===== src/logic/dpsba_pkg.sv =====
// Functional notes
// - packed discard drops low-count bytes, no writes
// - discards tracked per byte lane
// - planar discard drops first-word count from luma
// - second word counts drop from both chroma queues
// - branch loads program counter from second word
// - branch unconditional; software gives word-aligned target
// - align waits until queue tag equals status
// - bit 15 masks field sequence errors
// - line first/last flags mark line edges
// - before alignment queue data is dropped
// - illegal opcode or code raises interrupt, halts
// - discards ignore the queue fill trigger point
package dpsba_pkg;
  // ****************************************************
  // instruction encoding
  // ****************************************************
  localparam logic [3:0] OP_DISCARD  = 4'h2;
  localparam logic [3:0] OP_PLANAR   = 4'hA;
  localparam logic [3:0] OP_BRANCH   = 4'h7;
  localparam logic [3:0] OP_ALIGN    = 4'h8;
  localparam int         OPC_LSB     = 28;
  localparam int         FIRST_BIT   = 27;
  localparam int         LAST_BIT    = 26;
  localparam int         IRQ_BIT     = 24;
  localparam int         CLR_LSB     = 20;
  localparam int         SET_LSB     = 16;
  localparam int         AMASK_BIT   = 15;
  localparam int         CNT_W       = 12;
  localparam int         CNT2_LSB    = 16;
  localparam int         CODE_W      = 4;
  localparam int         NFLAG       = 4;
  // status codes accepted by the align instruction; code 0 is reserved
  localparam logic [15:0] ALIGN_CODE_OK = 16'hFFFE;
  // ****************************************************
  // register map and fields
  // ****************************************************
  localparam int         AW          = 4;
  localparam logic [3:0] REG_CTRL    = 4'h0;
  localparam logic [3:0] REG_START   = 4'h1;
  localparam logic [3:0] REG_PC      = 4'h2;
  localparam logic [3:0] REG_STAT    = 4'h3;
  localparam logic [3:0] REG_MASK    = 4'h4;
  localparam logic [3:0] REG_FLAGS   = 4'h5;
  localparam int         NEVT        = 3;
  localparam int         EV_DONE     = 0;
  localparam int         EV_ILLEGAL  = 1;
  localparam int         EV_FSEQ     = 2;
  localparam logic [31:0] START_RST  = 32'h0000_0000;
  localparam logic [2:0]  MASK_RST   = 3'h0;
  localparam logic [31:0] WORD_STEP  = 32'h0000_0004;
  // ****************************************************
  // sequencer states
  // ****************************************************
  typedef enum logic [2:0] {
    S_IDLE  = 3'b000,
    S_FETCH0 = 3'b001,
    S_FETCH1 = 3'b010,
    S_DISC  = 3'b011,
    S_ALIGN = 3'b100,
    S_HALT  = 3'b101
  } dpsba_state_t;
endpackage


===== src/logic/dpsba_core.sv =====
// Local design decisions: the address map and strobed register access.
`timescale 1ns/1ps
module dpsba_core
  import dpsba_pkg::*;
(
  // clock, reset, enable
  input  wire logic              core_clk_i,
  input  wire logic              srst_i,
  input  wire logic              ce_i,
  // register port
  input  wire logic [AW-1:0]     reg_addr_i,
  input  wire logic [31:0]       reg_wdata_i,
  input  wire logic              reg_wr_i,
  input  wire logic              reg_rd_i,
  output logic      [31:0]       reg_rdata_o,
  // instruction fetch
  output logic                   fetch_req_o,
  output logic      [31:0]       fetch_addr_o,
  input  wire logic              fetch_ack_i,
  input  wire logic [31:0]       fetch_data_i,
  // queue read ports: 0 luma/packed, 1 first chroma, 2 second chroma
  input  wire logic [2:0]        q_valid_i,
  output logic      [2:0]        q_pop_o,
  input  wire logic [CODE_W-1:0] q_tag_i,
  input  wire logic              fseq_err_i,
  // line markers and interrupt
  output logic                   line_first_o,
  output logic                   line_last_o,
  output logic                   irq_o
);
  // ****************************************************
  // state
  // ****************************************************
  dpsba_state_t          state_reg;
  logic [31:0]           pc_reg;
  logic [31:0]           start_reg;
  logic [31:0]           w0_reg;
  logic [CNT_W-1:0]      cnt_reg [3];
  logic [1:0]            lane_reg [3];
  logic [1:0]            sel_reg;
  logic [NEVT-1:0]       stat_reg;
  logic [NEVT-1:0]       mask_reg;
  logic [NFLAG-1:0]      flags_reg;
  logic                  run_reg;
  logic                  acc;
  logic                  fire;
  logic                  retire;
  logic                  illegal;
  logic                  sel_done;
  logic                  tag_hit;
  logic [3:0]            op0;
  logic [NEVT-1:0]       ev_set;

  function automatic logic is_legal(input logic [31:0] w);
    logic [3:0] op;
    op = w[31:OPC_LSB];
    is_legal = (op == OP_DISCARD) || (op == OP_PLANAR) ||
               (op == OP_BRANCH) ||
               ((op == OP_ALIGN) && ALIGN_CODE_OK[w[CODE_W-1:0]]);
  endfunction

  assign acc      = ce_i && fetch_ack_i && fetch_req_o;
  assign op0      = fetch_data_i[31:OPC_LSB];
  assign illegal  = acc && (state_reg == S_FETCH0) &&
                    !is_legal(fetch_data_i);
  assign tag_hit  = q_tag_i == w0_reg[CODE_W-1:0];
  assign sel_done = cnt_reg[sel_reg] == '0;
  assign fire     = ce_i && (state_reg == S_DISC) && !sel_done &&
                    q_valid_i[sel_reg];

  // ****************************************************
  // instruction completion
  // ****************************************************
  always_comb begin
    retire = 1'b0;
    if (ce_i) begin
      unique case (state_reg)
        S_FETCH1: retire = acc && (w0_reg[31:OPC_LSB] == OP_BRANCH);
        S_DISC:   retire = sel_done && (sel_reg == 2'd2);
        S_ALIGN:  retire = q_valid_i[0] && tag_hit;
        S_IDLE, S_FETCH0, S_HALT: retire = 1'b0;
        default:  retire = 1'b0;
      endcase
    end
  end

  // ****************************************************
  // fetch port
  // ****************************************************
  assign fetch_req_o  = run_reg &&
                        (state_reg == S_FETCH0 || state_reg == S_FETCH1);
  assign fetch_addr_o = pc_reg;

  // ****************************************************
  // queue pops
  // ****************************************************
  always_comb begin
    q_pop_o = 3'b000;
    if (fire && (lane_reg[sel_reg] == 2'd3 || cnt_reg[sel_reg] == 12'h001 &&
        lane_reg[sel_reg] == 2'd3))
      q_pop_o[sel_reg] = 1'b1;
    if (ce_i && state_reg == S_ALIGN && q_valid_i[0] && !tag_hit)
      q_pop_o[0] = 1'b1;
  end

  // ****************************************************
  // sequencer
  // ****************************************************
  always_ff @(posedge core_clk_i) begin
    if (srst_i) begin
      state_reg <= S_IDLE;
      run_reg   <= 1'b0;
      pc_reg    <= START_RST;
      w0_reg    <= 32'h0000_0000;
      sel_reg   <= 2'd0;
    end else if (ce_i) begin
      if (reg_wr_i && reg_addr_i == REG_CTRL) begin
        run_reg   <= reg_wdata_i[0];
        pc_reg    <= start_reg;
        state_reg <= reg_wdata_i[0] ? S_FETCH0 : S_IDLE;
      end else begin
        unique case (state_reg)
          S_IDLE, S_HALT: state_reg <= state_reg;
          S_FETCH0: if (acc) begin
            w0_reg  <= fetch_data_i;
            pc_reg  <= pc_reg + WORD_STEP;
            sel_reg <= 2'd0;
            if (illegal) begin
              state_reg <= S_HALT;
              run_reg   <= 1'b0;
            end else if (op0 == OP_DISCARD)
              state_reg <= S_DISC;
            else
              state_reg <= S_FETCH1;
          end
          S_FETCH1: if (acc) begin
            unique case (w0_reg[31:OPC_LSB])
              OP_BRANCH: begin
                pc_reg    <= fetch_data_i;
                state_reg <= S_FETCH0;
              end
              OP_PLANAR: begin
                pc_reg    <= pc_reg + WORD_STEP;
                state_reg <= S_DISC;
              end
              default: begin
                pc_reg    <= pc_reg + WORD_STEP;
                state_reg <= S_ALIGN;
              end
            endcase
          end
          S_DISC: if (sel_done) begin
            if (sel_reg == 2'd2) state_reg <= S_FETCH0;
            else sel_reg <= sel_reg + 2'd1;
          end
          S_ALIGN: if (retire) state_reg <= S_FETCH0;
          default: state_reg <= S_IDLE;
        endcase
      end
    end
  end

  // ****************************************************
  // byte counters and lanes
  // ****************************************************
  for (genvar q = 0; q < 3; q++) begin : g_q
    always_ff @(posedge core_clk_i) begin
      if (srst_i) begin
        cnt_reg[q]  <= '0;
        lane_reg[q] <= 2'd0;
      end else if (ce_i) begin
        if (acc && state_reg == S_FETCH0 && q == 0 && op0 == OP_DISCARD)
          cnt_reg[q] <= fetch_data_i[CNT_W-1:0];
        else if (acc && state_reg == S_FETCH0 && q == 0 && op0 == OP_PLANAR)
          cnt_reg[q] <= fetch_data_i[CNT_W-1:0];
        else if (acc && state_reg == S_FETCH1 && q == 1 &&
                 w0_reg[31:OPC_LSB] == OP_PLANAR)
          cnt_reg[q] <= fetch_data_i[CNT_W-1:0];
        else if (acc && state_reg == S_FETCH1 && q == 2 &&
                 w0_reg[31:OPC_LSB] == OP_PLANAR)
          cnt_reg[q] <= fetch_data_i[CNT2_LSB+CNT_W-1:CNT2_LSB];
        else if (fire && sel_reg == 2'(q)) begin
          cnt_reg[q]  <= cnt_reg[q] - 12'h001;
          lane_reg[q] <= lane_reg[q] + 2'd1;
        end
        if (q == 0 && q_pop_o[0] && state_reg == S_ALIGN)
          lane_reg[q] <= 2'd0;
      end
    end
  end

  // ****************************************************
  // line markers
  // ****************************************************
  always_ff @(posedge core_clk_i) begin
    if (srst_i) begin
      line_first_o <= 1'b0;
      line_last_o  <= 1'b0;
    end else if (ce_i) begin
      line_first_o <= acc && state_reg == S_FETCH0 && !illegal &&
                      (op0 == OP_DISCARD || op0 == OP_PLANAR) &&
                      fetch_data_i[FIRST_BIT];
      line_last_o  <= retire && state_reg == S_DISC &&
                      w0_reg[LAST_BIT];
    end
  end

  // ****************************************************
  // program flags and interrupt status
  // ****************************************************
  always_ff @(posedge core_clk_i) begin
    if (srst_i)
      flags_reg <= '0;
    else if (ce_i && retire)
      flags_reg <= (flags_reg & ~w0_reg[CLR_LSB+NFLAG-1:CLR_LSB]) |
                   w0_reg[SET_LSB+NFLAG-1:SET_LSB];
  end

  always_comb begin
    ev_set              = '0;
    ev_set[EV_DONE]     = retire && w0_reg[IRQ_BIT];
    ev_set[EV_ILLEGAL]  = illegal;
    ev_set[EV_FSEQ]     = ce_i && fseq_err_i && state_reg == S_ALIGN &&
                          !w0_reg[AMASK_BIT];
  end

  always_ff @(posedge core_clk_i) begin
    if (srst_i) begin
      stat_reg <= '0;
      mask_reg <= MASK_RST;
    end else if (ce_i) begin
      // a new event wins over a simultaneous clear
      if (reg_wr_i && reg_addr_i == REG_STAT)
        stat_reg <= (stat_reg & ~reg_wdata_i[NEVT-1:0]) | ev_set;
      else
        stat_reg <= stat_reg | ev_set;
      if (reg_wr_i && reg_addr_i == REG_MASK)
        mask_reg <= reg_wdata_i[NEVT-1:0];
    end
  end

  assign irq_o = |(stat_reg & mask_reg);

  // ****************************************************
  // register port
  // ****************************************************
  always_ff @(posedge core_clk_i) begin
    if (srst_i)
      start_reg <= START_RST;
    else if (ce_i && reg_wr_i && reg_addr_i == REG_START)
      start_reg <= reg_wdata_i;
  end

  always_ff @(posedge core_clk_i) begin
    if (srst_i)
      reg_rdata_o <= 32'h0000_0000;
    else if (ce_i) begin
      reg_rdata_o <= 32'h0000_0000;
      if (reg_rd_i) begin
        unique case (reg_addr_i)
          REG_CTRL:  reg_rdata_o <= {28'h0000000, 1'b0, state_reg};
          REG_START: reg_rdata_o <= start_reg;
          REG_PC:    reg_rdata_o <= pc_reg;
          REG_STAT:  reg_rdata_o <= {29'h0000000, stat_reg};
          REG_MASK:  reg_rdata_o <= {29'h0000000, mask_reg};
          REG_FLAGS: reg_rdata_o <= {28'h0000000, flags_reg};
          default:   reg_rdata_o <= 32'h0000_0000;
        endcase
      end
    end
  end
endmodule


===== config.mk =====
export PLATFORM = sky130hd
export DESIGN_NAME = dpsba_core
export DESIGN_NICKNAME = d
export VERILOG_FILES = /design/src/logic/dpsba_pkg.sv /design/src/logic/dpsba_core.sv
export SDC_FILE = /design/constraint.sdc
export NUM_CORES = 1
export LEC_CHECK = 0
export ABC_AREA = 0
export BUFFER_PORTS_ARGS = -buffer_cell sky130_fd_sc_hd__buf_4
export CORE_MARGIN = 2
export CORE_UTILIZATION = 34
export CTS_BUF_LIST = sky130_fd_sc_hd__clkbuf_4
export DETAILED_ROUTE_END_ITERATION = 8
export GPL_TIMING_DRIVEN = 1
export SLEW_MARGIN = 20
export SYNTH_ARGS = -nofsm -noshare
export SYNTH_HDL_FRONTEND = slang
export SYNTH_SLANG_ARGS = --single-unit

===== constraint.sdc =====
create_clock -name core_clk_i -period 7.17 [get_ports core_clk_i]
set_input_delay 0.717 -clock core_clk_i [delete_from_list [all_inputs] [get_ports core_clk_i]]
set_output_delay 0.717 -clock core_clk_i [all_outputs]
set_load 0.1 [all_outputs]

Word-level counts from Yosys, hierarchy flattened
Memories as Yosys holds them, arrays and structs flattened. A register that Yosys moved wholly into a read port is not among the register bits.
Cells that the tools add are included.
{ "classes": {"n_addsub": 8, "magnitude_cmp": 3, "eq_ne": 30, "n_mux": 86, "n_bitwise": 20, "n_reduce_logical": 68} }
{ "op_table": {"columns": ["cell", "n"], "rows": [
  ["32-bit case mux with 6 select lines", 1],
  ["32-bit two-way mux", 5],
  ["12-bit two-way mux", 7],
  ["32-bit case mux with 2 select lines", 1],
  ["1-bit two-way mux", 46],
  ["1-bit logical AND", 41],
  ["12-bit by 1-bit subtractor with 12-bit output, second input constant", 3],
  ["32-bit by 3-bit adder with 32-bit output, second input constant", 1],
  ["3-bit two-way mux", 9],
  ["2-bit two-way mux", 11],
  ["4-bit by 3-bit equality test with 1-bit output, second input constant", 4],
  ["3-bit case mux with 5 select lines", 1],
  ["12-bit by 1-bit equality test with 1-bit output, second input constant", 1],
  ["4-bit by 2-bit equality test with 1-bit output, second input constant", 3],
  ["4-bit equality test, second input constant", 3],
  ["12-bit zero test", 1],
  ["4-bit AND reduction", 3],
  ["1-bit OR", 11],
  ["3-bit inequality test, second input constant", 3],
  ["2-bit by 1-bit adder with 2-bit output, second input constant", 4],
  ["2-bit inequality test, second input constant", 4],
  ["2-bit nonzero test", 4],
  ["7-bit AND reduction", 1],
  ["3-bit AND", 2],
  ["other kinds (33)", 45]
]} }
{ "word_totals": {"reg_bits": 146, "mem_bits_rw": 42, "rom_bits": 16, "input_bits": 82, "output_inout_bits": 71, "elab_cells": 230, "mem_count": 3} }
{ "memory_table": {"columns": ["name", "depth", "word_bits", "rd", "rd_ports_with_merged_regs", "wr", "line", "rtl"], "rows": [
  ["cnt_reg", 3, 12, 4, 1, 3, "dpsba_core.sv:38", "logic [CNT_W-1:0] cnt_reg [3];"],
  ["(no name shown)", 16, 1, 1, 0, 0, "dpsba_core.sv:59", "((op == OP_ALIGN) && ALIGN_CODE_OK[w[CODE_W-1:0]]);"],
  ["lane_reg", 3, 2, 4, 1, 3, "dpsba_core.sv:39", "logic [1:0] lane_reg [3];"]
]} }

Logic depth before layout (Yosys ltp)
Gate-level depths: netlist (run 1).
{ "logic_depth": {"ltp_word": 13, "mapped_depth": 9, "mapped_depth_nobuf": 7} }

Worst setup path after synthesis (run 1)
Ideal clock, no wire load.
{ "synth_timing": {"path_kind": "register to output", "start": "reg state_reg[0]", "end": "out fetch_req_o", "arrival_ns": 2.907, "required_ns": 6.453, "path_slack_ns": 3.546, "stages_incl_launch_ff": 4, "path_buffers": 1, "cell_sequence": "dfxtp_1 > buf_2 > xnor2_1 > nor3b_1"} }
{ "synth_between": {"elab_chain_cells": 3, "elab_cells_between_ends": 4, "classes_between": "2 x eq/ne; 2 x reduce/logical"} }
{ "synth_rtl": {"columns": ["element", "line", "rtl"], "rows": [
  ["from (decl)", "dpsba_core.sv:34", "dpsba_state_t state_reg;"],
  ["from (signal assigned)", "dpsba_core.sv:120", "state_reg <= reg_wdata_i[0] ? S_FETCH0 : S_IDLE;"],
  ["from (signal assigned)", "dpsba_core.sv:123", "S_IDLE, S_HALT: state_reg <= state_reg;"],
  ["3-bit by 1-bit equality test with 1-bit output / 3-bit by 2-bit equality test with 1-bit output (equally long branches)", "dpsba_core.sv:91", "(state_reg == S_FETCH0 || state_reg == S_FETCH1);"],
  ["1-bit logical OR *", "dpsba_core.sv:91", null],
  ["1-bit logical AND *", "dpsba_core.sv:90", "assign fetch_req_o = run_reg &&"],
  ["to (decl)", "dpsba_core.sv:17", "output logic fetch_req_o,"]
]} }
Mark *: on every way between the ends. The rest lies on a longest branch, timed or not.

Worst setup path in the final report (run 1)
{ "layout_timing": {"start": "reg state_reg[1]", "end": "out q_pop_o[1]"} }
{ "layout_between": {"elab_chain_cells": 6} }
{ "layout_rtl": {"columns": ["element", "line", "rtl"], "rows": [
  ["3-bit by 2-bit equality test with 1-bit output", "dpsba_core.sv:68", "assign fire = ce_i && (state_reg == S_DISC) && !sel_done &&"],
  ["1-bit logical AND (3 in series)", "dpsba_core.sv:68", null],
  ["1-bit logical AND", "dpsba_core.sv:99", "if (fire && (lane_reg[sel_reg] == 2'd3 || cnt_reg[sel_reg] == 12'h001 &&"],
  ["3-bit two-way mux", "dpsba_core.sv:99", null],
  ["to (decl)", "dpsba_core.sv:23", "output logic [2:0] q_pop_o,"]
]} }
No other way between the ends.

==> run_results.csv, run 1 <==
group,metric,value,unit
route,drc_errors,0,
final_layout,finalInstanceArea,11000,sq um
critical_path,slowest_delay,630,ps
synthesis,post_synth.cell_area_avg,8.30,sq um
synthesis,yosys-top-cells-area,"dfxtp_1 29%, edfxtp_1 13%, nor2_1 7.1%",
die,ioPinCount,153,
final_layout,largest_register_ffs,36,
sta,hold_viol,0,
global_routing,grt-ovfl-total,0,
route,drt_wl_total,30.3,mm
sta,rsz0062_at_grt,"false",
route,post_drt_wl_per_cell,19.1,um
place,placed_area,10700,sq um
clock_tree,clk_path_buf_depth,2,
critical_path,crit_path_top_delay_cell,"dfxtp_1",
sta,setup_viol,0,
pwr,p_total,0.00179,W
clock_tree,tritoncts,"done",
route,drt_iter0_drc,794,
die,dieArea,28800,sq um
critical_path,worstPathCellList,"inv_1 -> nor3b_1 -> and4_1 -> nand3_2 -> nor2_1 -> buf_4",
hold_path,min-delay-start,"reg_wdata_i[8]",
die,start_util,34.7,%
clock_tree,clock-sinks,177,
final_layout,area_delta_synth_final,17.8,%
critical_path,path_class,"reg2out",
critical_path,critPathLaunchType,"flip-flop",
critical_path,cp_max_fo,17,
pwr,peakVddDrop,0.0921,mV
sta,worstMarginPinSlew,909,ps
critical_path,r2r_end,"cnt_reg[2][7]$_SDFFCE_PN0P_",
route,first_pass_iters,7,
synthesis,synth_area,9350,sq um
critical_path,crit_required,6450,ps
clock_tree,hold_buffers,0,
die,die_x,170,um
pwr,cellLeakagePower,3.97,nW
sta,finClkSkew,35.2,ps
die,design.core.area,27000,sq um
synthesis,synth_cell_types,69,
final_layout,fin_nets,1321,
global_routing,antenna_found_initial,1,
synthesis,ys_warn_count,0,
global_routing,grtUsageTotal,20.6,%
global_routing,grt_max_degree,71,
clock_tree,cts_buffers,17,
hold_path,hold_class,"in2reg",
sta,finalSetupTns,0,ps
synthesis,ys.flop_type,"dfxtp_1",
synthesis,synthArstFlopShare,0,%
final_layout,drive_above_1_share,17.8,%
sta,slew_viol_final,0,
critical_path,endpoint_kind,"output pin",
synthesis,ys_ff_latch,177,
critical_path,worstSetupStartpoint,"state_reg[1]$_SDFFE_PP0P_",
clock_tree,ctsHtreeMaxLevel,4,
place,globalplace.congestion,0.898,
synthesis,synth_commonest_cells,"178 x nor2_1, 135 x dfxtp_1, 117 x a21oi_1, 117 x nand2_1, 60 x clkbuf_1",
clock_tree,cts_root_buffer,"clkbuf_4",
place,dp_hpwl,21.5,mm
synthesis,synth_largest_area_cell,"dfxtp_1",
pwr,p_per_area,163,nW/um^2
run,max_cap_viol_count,0,
die,rows,60,
critical_path,endpoint,"q_pop_o[1]",
critical_path,r2r-start,"state_reg[1]$_SDFFE_PP0P_",
outcome,status,"completed",
critical_path,r2r_cells,5,
final_layout,multiInputGateArea,5020,sq um
sta,final.period_utilization,55.0,%
critical_path,rrSetupSlack,3860,ps
place,numPortBuffers,152,
synthesis,synthMostInstantiatedCell,"nor2_1",
synthesis,syn_nets,1216,
route,final_antenna_net_count,0,
clock_tree,path_clk_slew,150,ps
sta,max_clock_freq,0.254,GHz
die,die_h,170,um
route,viasPerCell,5.57,
final_layout,register_area,3960,sq um
synthesis,synth.top_cell.area_share,28.9,%
synthesis,yosysSeqAreaShare,42.4,%
synthesis,postSynthCellCount,1127,
critical_path,worst-endpoint-arrival,3230,ps
synthesis,synth-edff-count,42,
route,vias,8842,
global_routing,grt_pass1_vias,8099,
global_routing,grt_pass1_wl,46.4,mm
sta,setup_ws,3230,ps
sta,max_slew_margin,39.2,%
clock_tree,postCtsSetupBuffers,0,
sta,fin_crit,3940,ps
clock_tree,cts_resized,0,
place,dp_worst_setup_slack,3780,ps
final_layout,fillCellCount,2742,
clock_tree,clock_latency,580,ps
[critical path, delay by kind of cell (launching register included)]
family	cells	cell delay (ps)
buffers and inverters	2	450
and+or+nand+nor	4	1580
DFF	1	630
[layer usage]
layer / share of wire, % / vias up / global-route usage (%)
met5: 0 / - / 0
li1: - / 4269 / -
met4: 1.1 / 0 / 3.86
met3: 6.3 / 27 / 3.58
met2: 47 / 319 / 33.9
met1: 46 / 4227 / 28.5
[report_power, final]
part,switching (W),leakage [nW],internal [W],total (W)
combinational,0.0000943,2.32,0.0000564,0.000151
clock,0.000345,0.160,0.000250,0.000594
sequential,0.0000145,1.50,0.00103,0.00105
total,0.000453,3.97,0.00134,0.00179
[cell type report]
| type | count | share of cell area [%] |
|---|---|---|
| clock buffer | 20 | 1.36 |
| multi-input combinational | 852 | 45.6 |
| inverter | 19 | 0.647 |
| sequential | 177 | 36.0 |
| timing repair buffer | 165 | 11.2 |
| tap | 341 | 3.87 |
| clock inverter | 12 | 1.28 |
| antenna | 1 | 0.0227 |
[layout by cell type, fill, tap and decap left out, types with 5 or more instances in the layout]
cell | Yosys | layout
a211oi_1 | 15 | 15
a21o_1 | 5 | 5
a21oi_1 | 117 | 116
a22oi_1 | 47 | 47
a2bb2oi_1 | 22 | 22
a311oi_1 | 8 | 8
a31oi_1 | 8 | 8
and3_1 | 5 | 5
and4_1 | 6 | 6
buf_4 | 1 | 165
clkbuf_4 | 0 | 20
dfxtp_1 | 135 | 135
edfxtp_1 | 42 | 42
ha_1 | 7 | 7
inv_1 | 19 | 19
mux2_2 | 6 | 6
mux2i_1 | 23 | 23
nand2_1 | 117 | 117
nand3_1 | 31 | 31
nand3b_1 | 8 | 8
nand4_1 | 14 | 14
nor2_1 | 178 | 177
nor2b_1 | 11 | 11
nor3_1 | 35 | 35
nor3b_1 | 10 | 9
nor4_1 | 12 | 11
o211ai_1 | 7 | 7
o21ai_0 | 41 | 41
or2_2 | 7 | 7
or3_1 | 7 | 7
or4_1 | 5 | 5
xnor2_1 | 27 | 27
xor2_1 | 24 | 24
[worst min path at each step]
stage                            endpoint  slack, ps  cells past startpoint
4_1_cts        start_reg[27]$_SDFFE_PP0P_        340                      3
3_3_place_gp      w0_reg[21]$_SDFFE_PP0P_        450                      2
3_5_place_dp      w0_reg[21]$_SDFFE_PP0P_        450                      2
5_1_grt         start_reg[8]$_SDFFE_PP0P_        320                      3
2_1_floorplan     w0_reg[21]$_SDFFE_PP0P_        430                      2
6_report        start_reg[8]$_SDFFE_PP0P_        380                      3
[metrics by stage]
step,instances,util [%],hold slack (ps)
after floorplan,1127,-,433
after global placement,1554,39.8,449
after detailed placement,1554,39.8,451
after CTS,1586,40.8,341
after global routing,1587,40.9,320
final,1587,40.9,380
[cells by family (layout without fill, tap and decap cells)]
| family | after synthesis | in the layout | synth area share, % |
|---|---|---|---|
| DFF | 177 | 177 | 42.4 |
| muxes | 30 | 30 | 3.43 |
| buffers and inverters | 98 | 216 | 4.30 |
| and+or+nand+nor | 464 | 464 | 23.3 |
| adders and majority gates | 7 | 7 | 0.937 |
| AOI/OAI and AO/OA | 300 | 300 | 20.8 |
| other | 0 | 1 | 0 |
| xor gates and xnor gates | 51 | 51 | 4.78 |
Note: power is estimated with default switching activity, not from simulation.
==> run 2: changes to the inputs <==
--- a/config.mk
+++ b/config.mk
@@ -5,7 +5,7 @@
 export SDC_FILE = /design/constraint.sdc
 export NUM_CORES = 1
 export LEC_CHECK = 0
-export ABC_AREA = 0
+export ABC_AREA = 1
 export BUFFER_PORTS_ARGS = -buffer_cell sky130_fd_sc_hd__buf_4
 export CORE_MARGIN = 2
 export CORE_UTILIZATION = 34
==> constraint.sdc (replaced) <==
create_clock -name core_clk_i -period 3.5 [get_ports core_clk_i]
set_input_delay 0.35 -clock core_clk_i [delete_from_list [all_inputs] [get_ports core_clk_i]]
set_output_delay 0.35 -clock core_clk_i [all_outputs]
set_load 0.1 [all_outputs]
==> run_results.csv, run 2 <==
group,metric,value,unit
place,numPortBuffers,152,
clock_tree,cts_resized,0,
critical_path,crit_required,3150,ps
final_layout,fillCellCount,2947,
pwr,clkPwrFrac,33.5,%
sta,final.period_utilization,81.6,%
pwr,peakVddDrop,0.195,mV
die,die_h,171,um
sta,max_clock_freq,0.350,GHz
final_layout,fin_nets,1499,
die,ioPinCount,153,
synthesis,post_synth.cell_area_avg,7.46,sq um
pwr,p_per_area,345,nW/um^2
place,placedCellCount,1755,
sta,finClkSkew,33.2,ps
clock_tree,cts_buffers,17,
place,globalplace.congestion,0.876,
global_routing,antenna_found_initial,1,
sta,worstMarginPinSlew,885,ps
synthesis,synth-edff-count,42,
clock_tree,path_clk_slew,180,ps
sta,rsz0062_at_grt,"false",
pwr,power_frac_comb,11.9,%
pwr,p_total,0.00395,W
synthesis,synth_largest_area_cell,"dfxtp_1",
run,max_cap_viol_count,0,
synthesis,yosys-top-cells-area,"dfxtp_1 28%, edfxtp_1 13%, a21oi_1 8.4%",
sta,max_slew_margin,40.9,%
global_routing,grtUsageTotal,21.5,%
synthesis,synth_area,9500,sq um
route,post_drt_wl_per_cell,17.5,um
sta,hold_viol,0,
sta,slew_viol_final,0,
die,die_x,171,um
die,start_util,34.4,%
die,dieArea,29300,sq um
synthesis,synth.top_cell.area_share,28.4,%
clock_tree,ctsHtreeMaxLevel,4,
place,dp_hpwl,23.5,mm
synthesis,syn_nets,1362,
pwr,cellLeakagePower,4.69,nW
synthesis,synth_commonest_cells,"200 x nand2_1, 174 x inv_1, 159 x a21oi_1",
pwr,intPower,0.00275,W
route,final_antenna_net_count,0,
die,rows,61,
die,design.core.area,27600,sq um
critical_path,endpoint_kind,"output pin",
synthesis,ys_ff_latch,177,
final_layout,finalNonFillerCells,1802,
global_routing,grt_pass1_vias,8689,
route,vias,9152,
synthesis,postSynthCellCount,1273,
global_routing,grt_max_degree,65,
sta,setup_viol,0,
critical_path,critPathLaunchType,"flip-flop",
critical_path,worst-endpoint-arrival,2500,ps
clock_tree,cts_root_buffer,"clkbuf_4",
route,viasPerCell,5.08,
critical_path,cp_max_fo,6,
final_layout,largest_register_ffs,36,
route,drt_wl_total,31.5,mm
hold_path,hold_class,"in2reg",
final_layout,mostFrequentLayoutCell,"nand2_1",
pwr,p_sw,0.00120,W
synthesis,yosysSeqAreaShare,41.7,%
final_layout,final_cell_mix,"200 x nand2_1, 174 x inv_1, 165 x buf_4, 159 x a21oi_1, 135 x dfxtp_1",
route,drc_errors,0,
synthesis,synthMostInstantiatedCell,"nand2_1",
critical_path,path_class,"reg2out",
synthesis,synth_cell_types,56,
clock_tree,clk_path_buf_depth,2,
clock_tree,tritoncts,"done",
pwr,p_sw_share,30.3,%
global_routing,grt-ovfl-total,0,
pwr,p_seq_share,54.6,%
outcome,status,"completed",
final_layout,area_delta_synth_final,20.3,%
global_routing,grt_pass1_wl,48.2,mm
final_layout,drive_above_1_share,18.1,%
sta,fin_crit,2850,ps
route,first_pass_iters,5,
critical_path,rrSetupSlack,790,ps
synthesis,synthArstFlopShare,0,%
route,drt_iter0_drc,725,
sta,finalSetupTns,0,ps
clock_tree,postCtsSetupBuffers,0,
clock_tree,clock_latency,610,ps
synthesis,ys.flop_type,"dfxtp_1",
clock_tree,clock-sinks,177,
synthesis,ys_warn_count,0,
==> run 2: power by group through the flow <==
stage                     Clock [W]  Sequential (W)  Combinational, W
after CTS                   0.00133         0.00216          0.000469
after global routing        0.00142         0.00216          0.000510
after detailed placement          0         0.00220          0.000454
after floorplan                   0         0.00222          0.000236
final                       0.00132         0.00216          0.000469
after global placement            0         0.00220          0.000452
==> run 2: cell type report <==
cell class,instances,area [sq um],share of cell area [%]
Sequential cell,177,3960,34.7
Tap cell,378,473,4.14
Multi-Input combinational cell,844,4560,39.9
Clock buffer,18,135,1.18
Inverter,190,713,6.24
Antenna cell,1,2.50,0.0219
Clock inverter,14,190,1.66
Timing Repair Buffer,180,1400,12.2
==> run 2: final timing paths <==
kind / start / to / cells after the start
worst max-delay path: cnt_reg[0][4]$_DFFE_PP_ / q_pop_o[2] / 10
worst min register to register: w0_reg[23]$_SDFFE_PP0P_ / w0_reg[23]$_SDFFE_PP0P_ / 2
worst min-delay path: reg_wdata_i[10] / start_reg[10]$_SDFFE_PP0P_ / 3
worst max register to register: cnt_reg[1][4]$_DFFE_PP_ / cnt_reg[2][1]$_SDFFCE_PN0P_ / 11
==> run 2: kinds of logic (layout without fill, tap and decap cells) <==
family,count (synthesis),after routing,synth area share (%)
multiplexers,1,1,0.105
adder cells (fa/ha/maj),7,7,0.922
AO/OA/AOI/OAI,395,395,23.1
AND/OR/NAND/NOR,397,397,19.7
other,0,1,0
flip-flops,177,177,41.7
XOR/XNOR,44,44,4.06
buffers and inverters,252,402,10.4
==> run 2: repair_timing <==
item	4_1_cts	5_1_grt
hold buffers	14	0
endpoints found under the setup margin	0	0
endpoints found under the hold margin	14	0
==> run 2: stage by stage <==
step	setup slack, ps	hold WS, ps	utilization, %	instance area, sq um
floorplan	805	425	-	9500
global placement	895	442	39.7	11000
detailed placement	839	446	39.7	11000
CTS	693	0.633	41.4	11400
global route	488	6.78	41.4	11400
finish	645	11.6	41.4	11400
==> run 2: routing by layer <==
layer	vias up	wire [um]	global-route usage (%)
met1	4282	13800	28.1
met5	-	0	0
met4	0	544	5.34
met2	281	15200	36.5
met3	31	1980	4.23
li1	4558	-	-
==> run 2: worst max-delay path, stage by stage (launching register included) <==
cell,delay [ps]
edfxtp_1,400
or2_1,220
nor2_2,80
nand2_1,70
nand2_1,70
nand2_1,110
nand3_2,110
nor2_4,160
nand2_1,110
nor2_1,230
buf_4,340
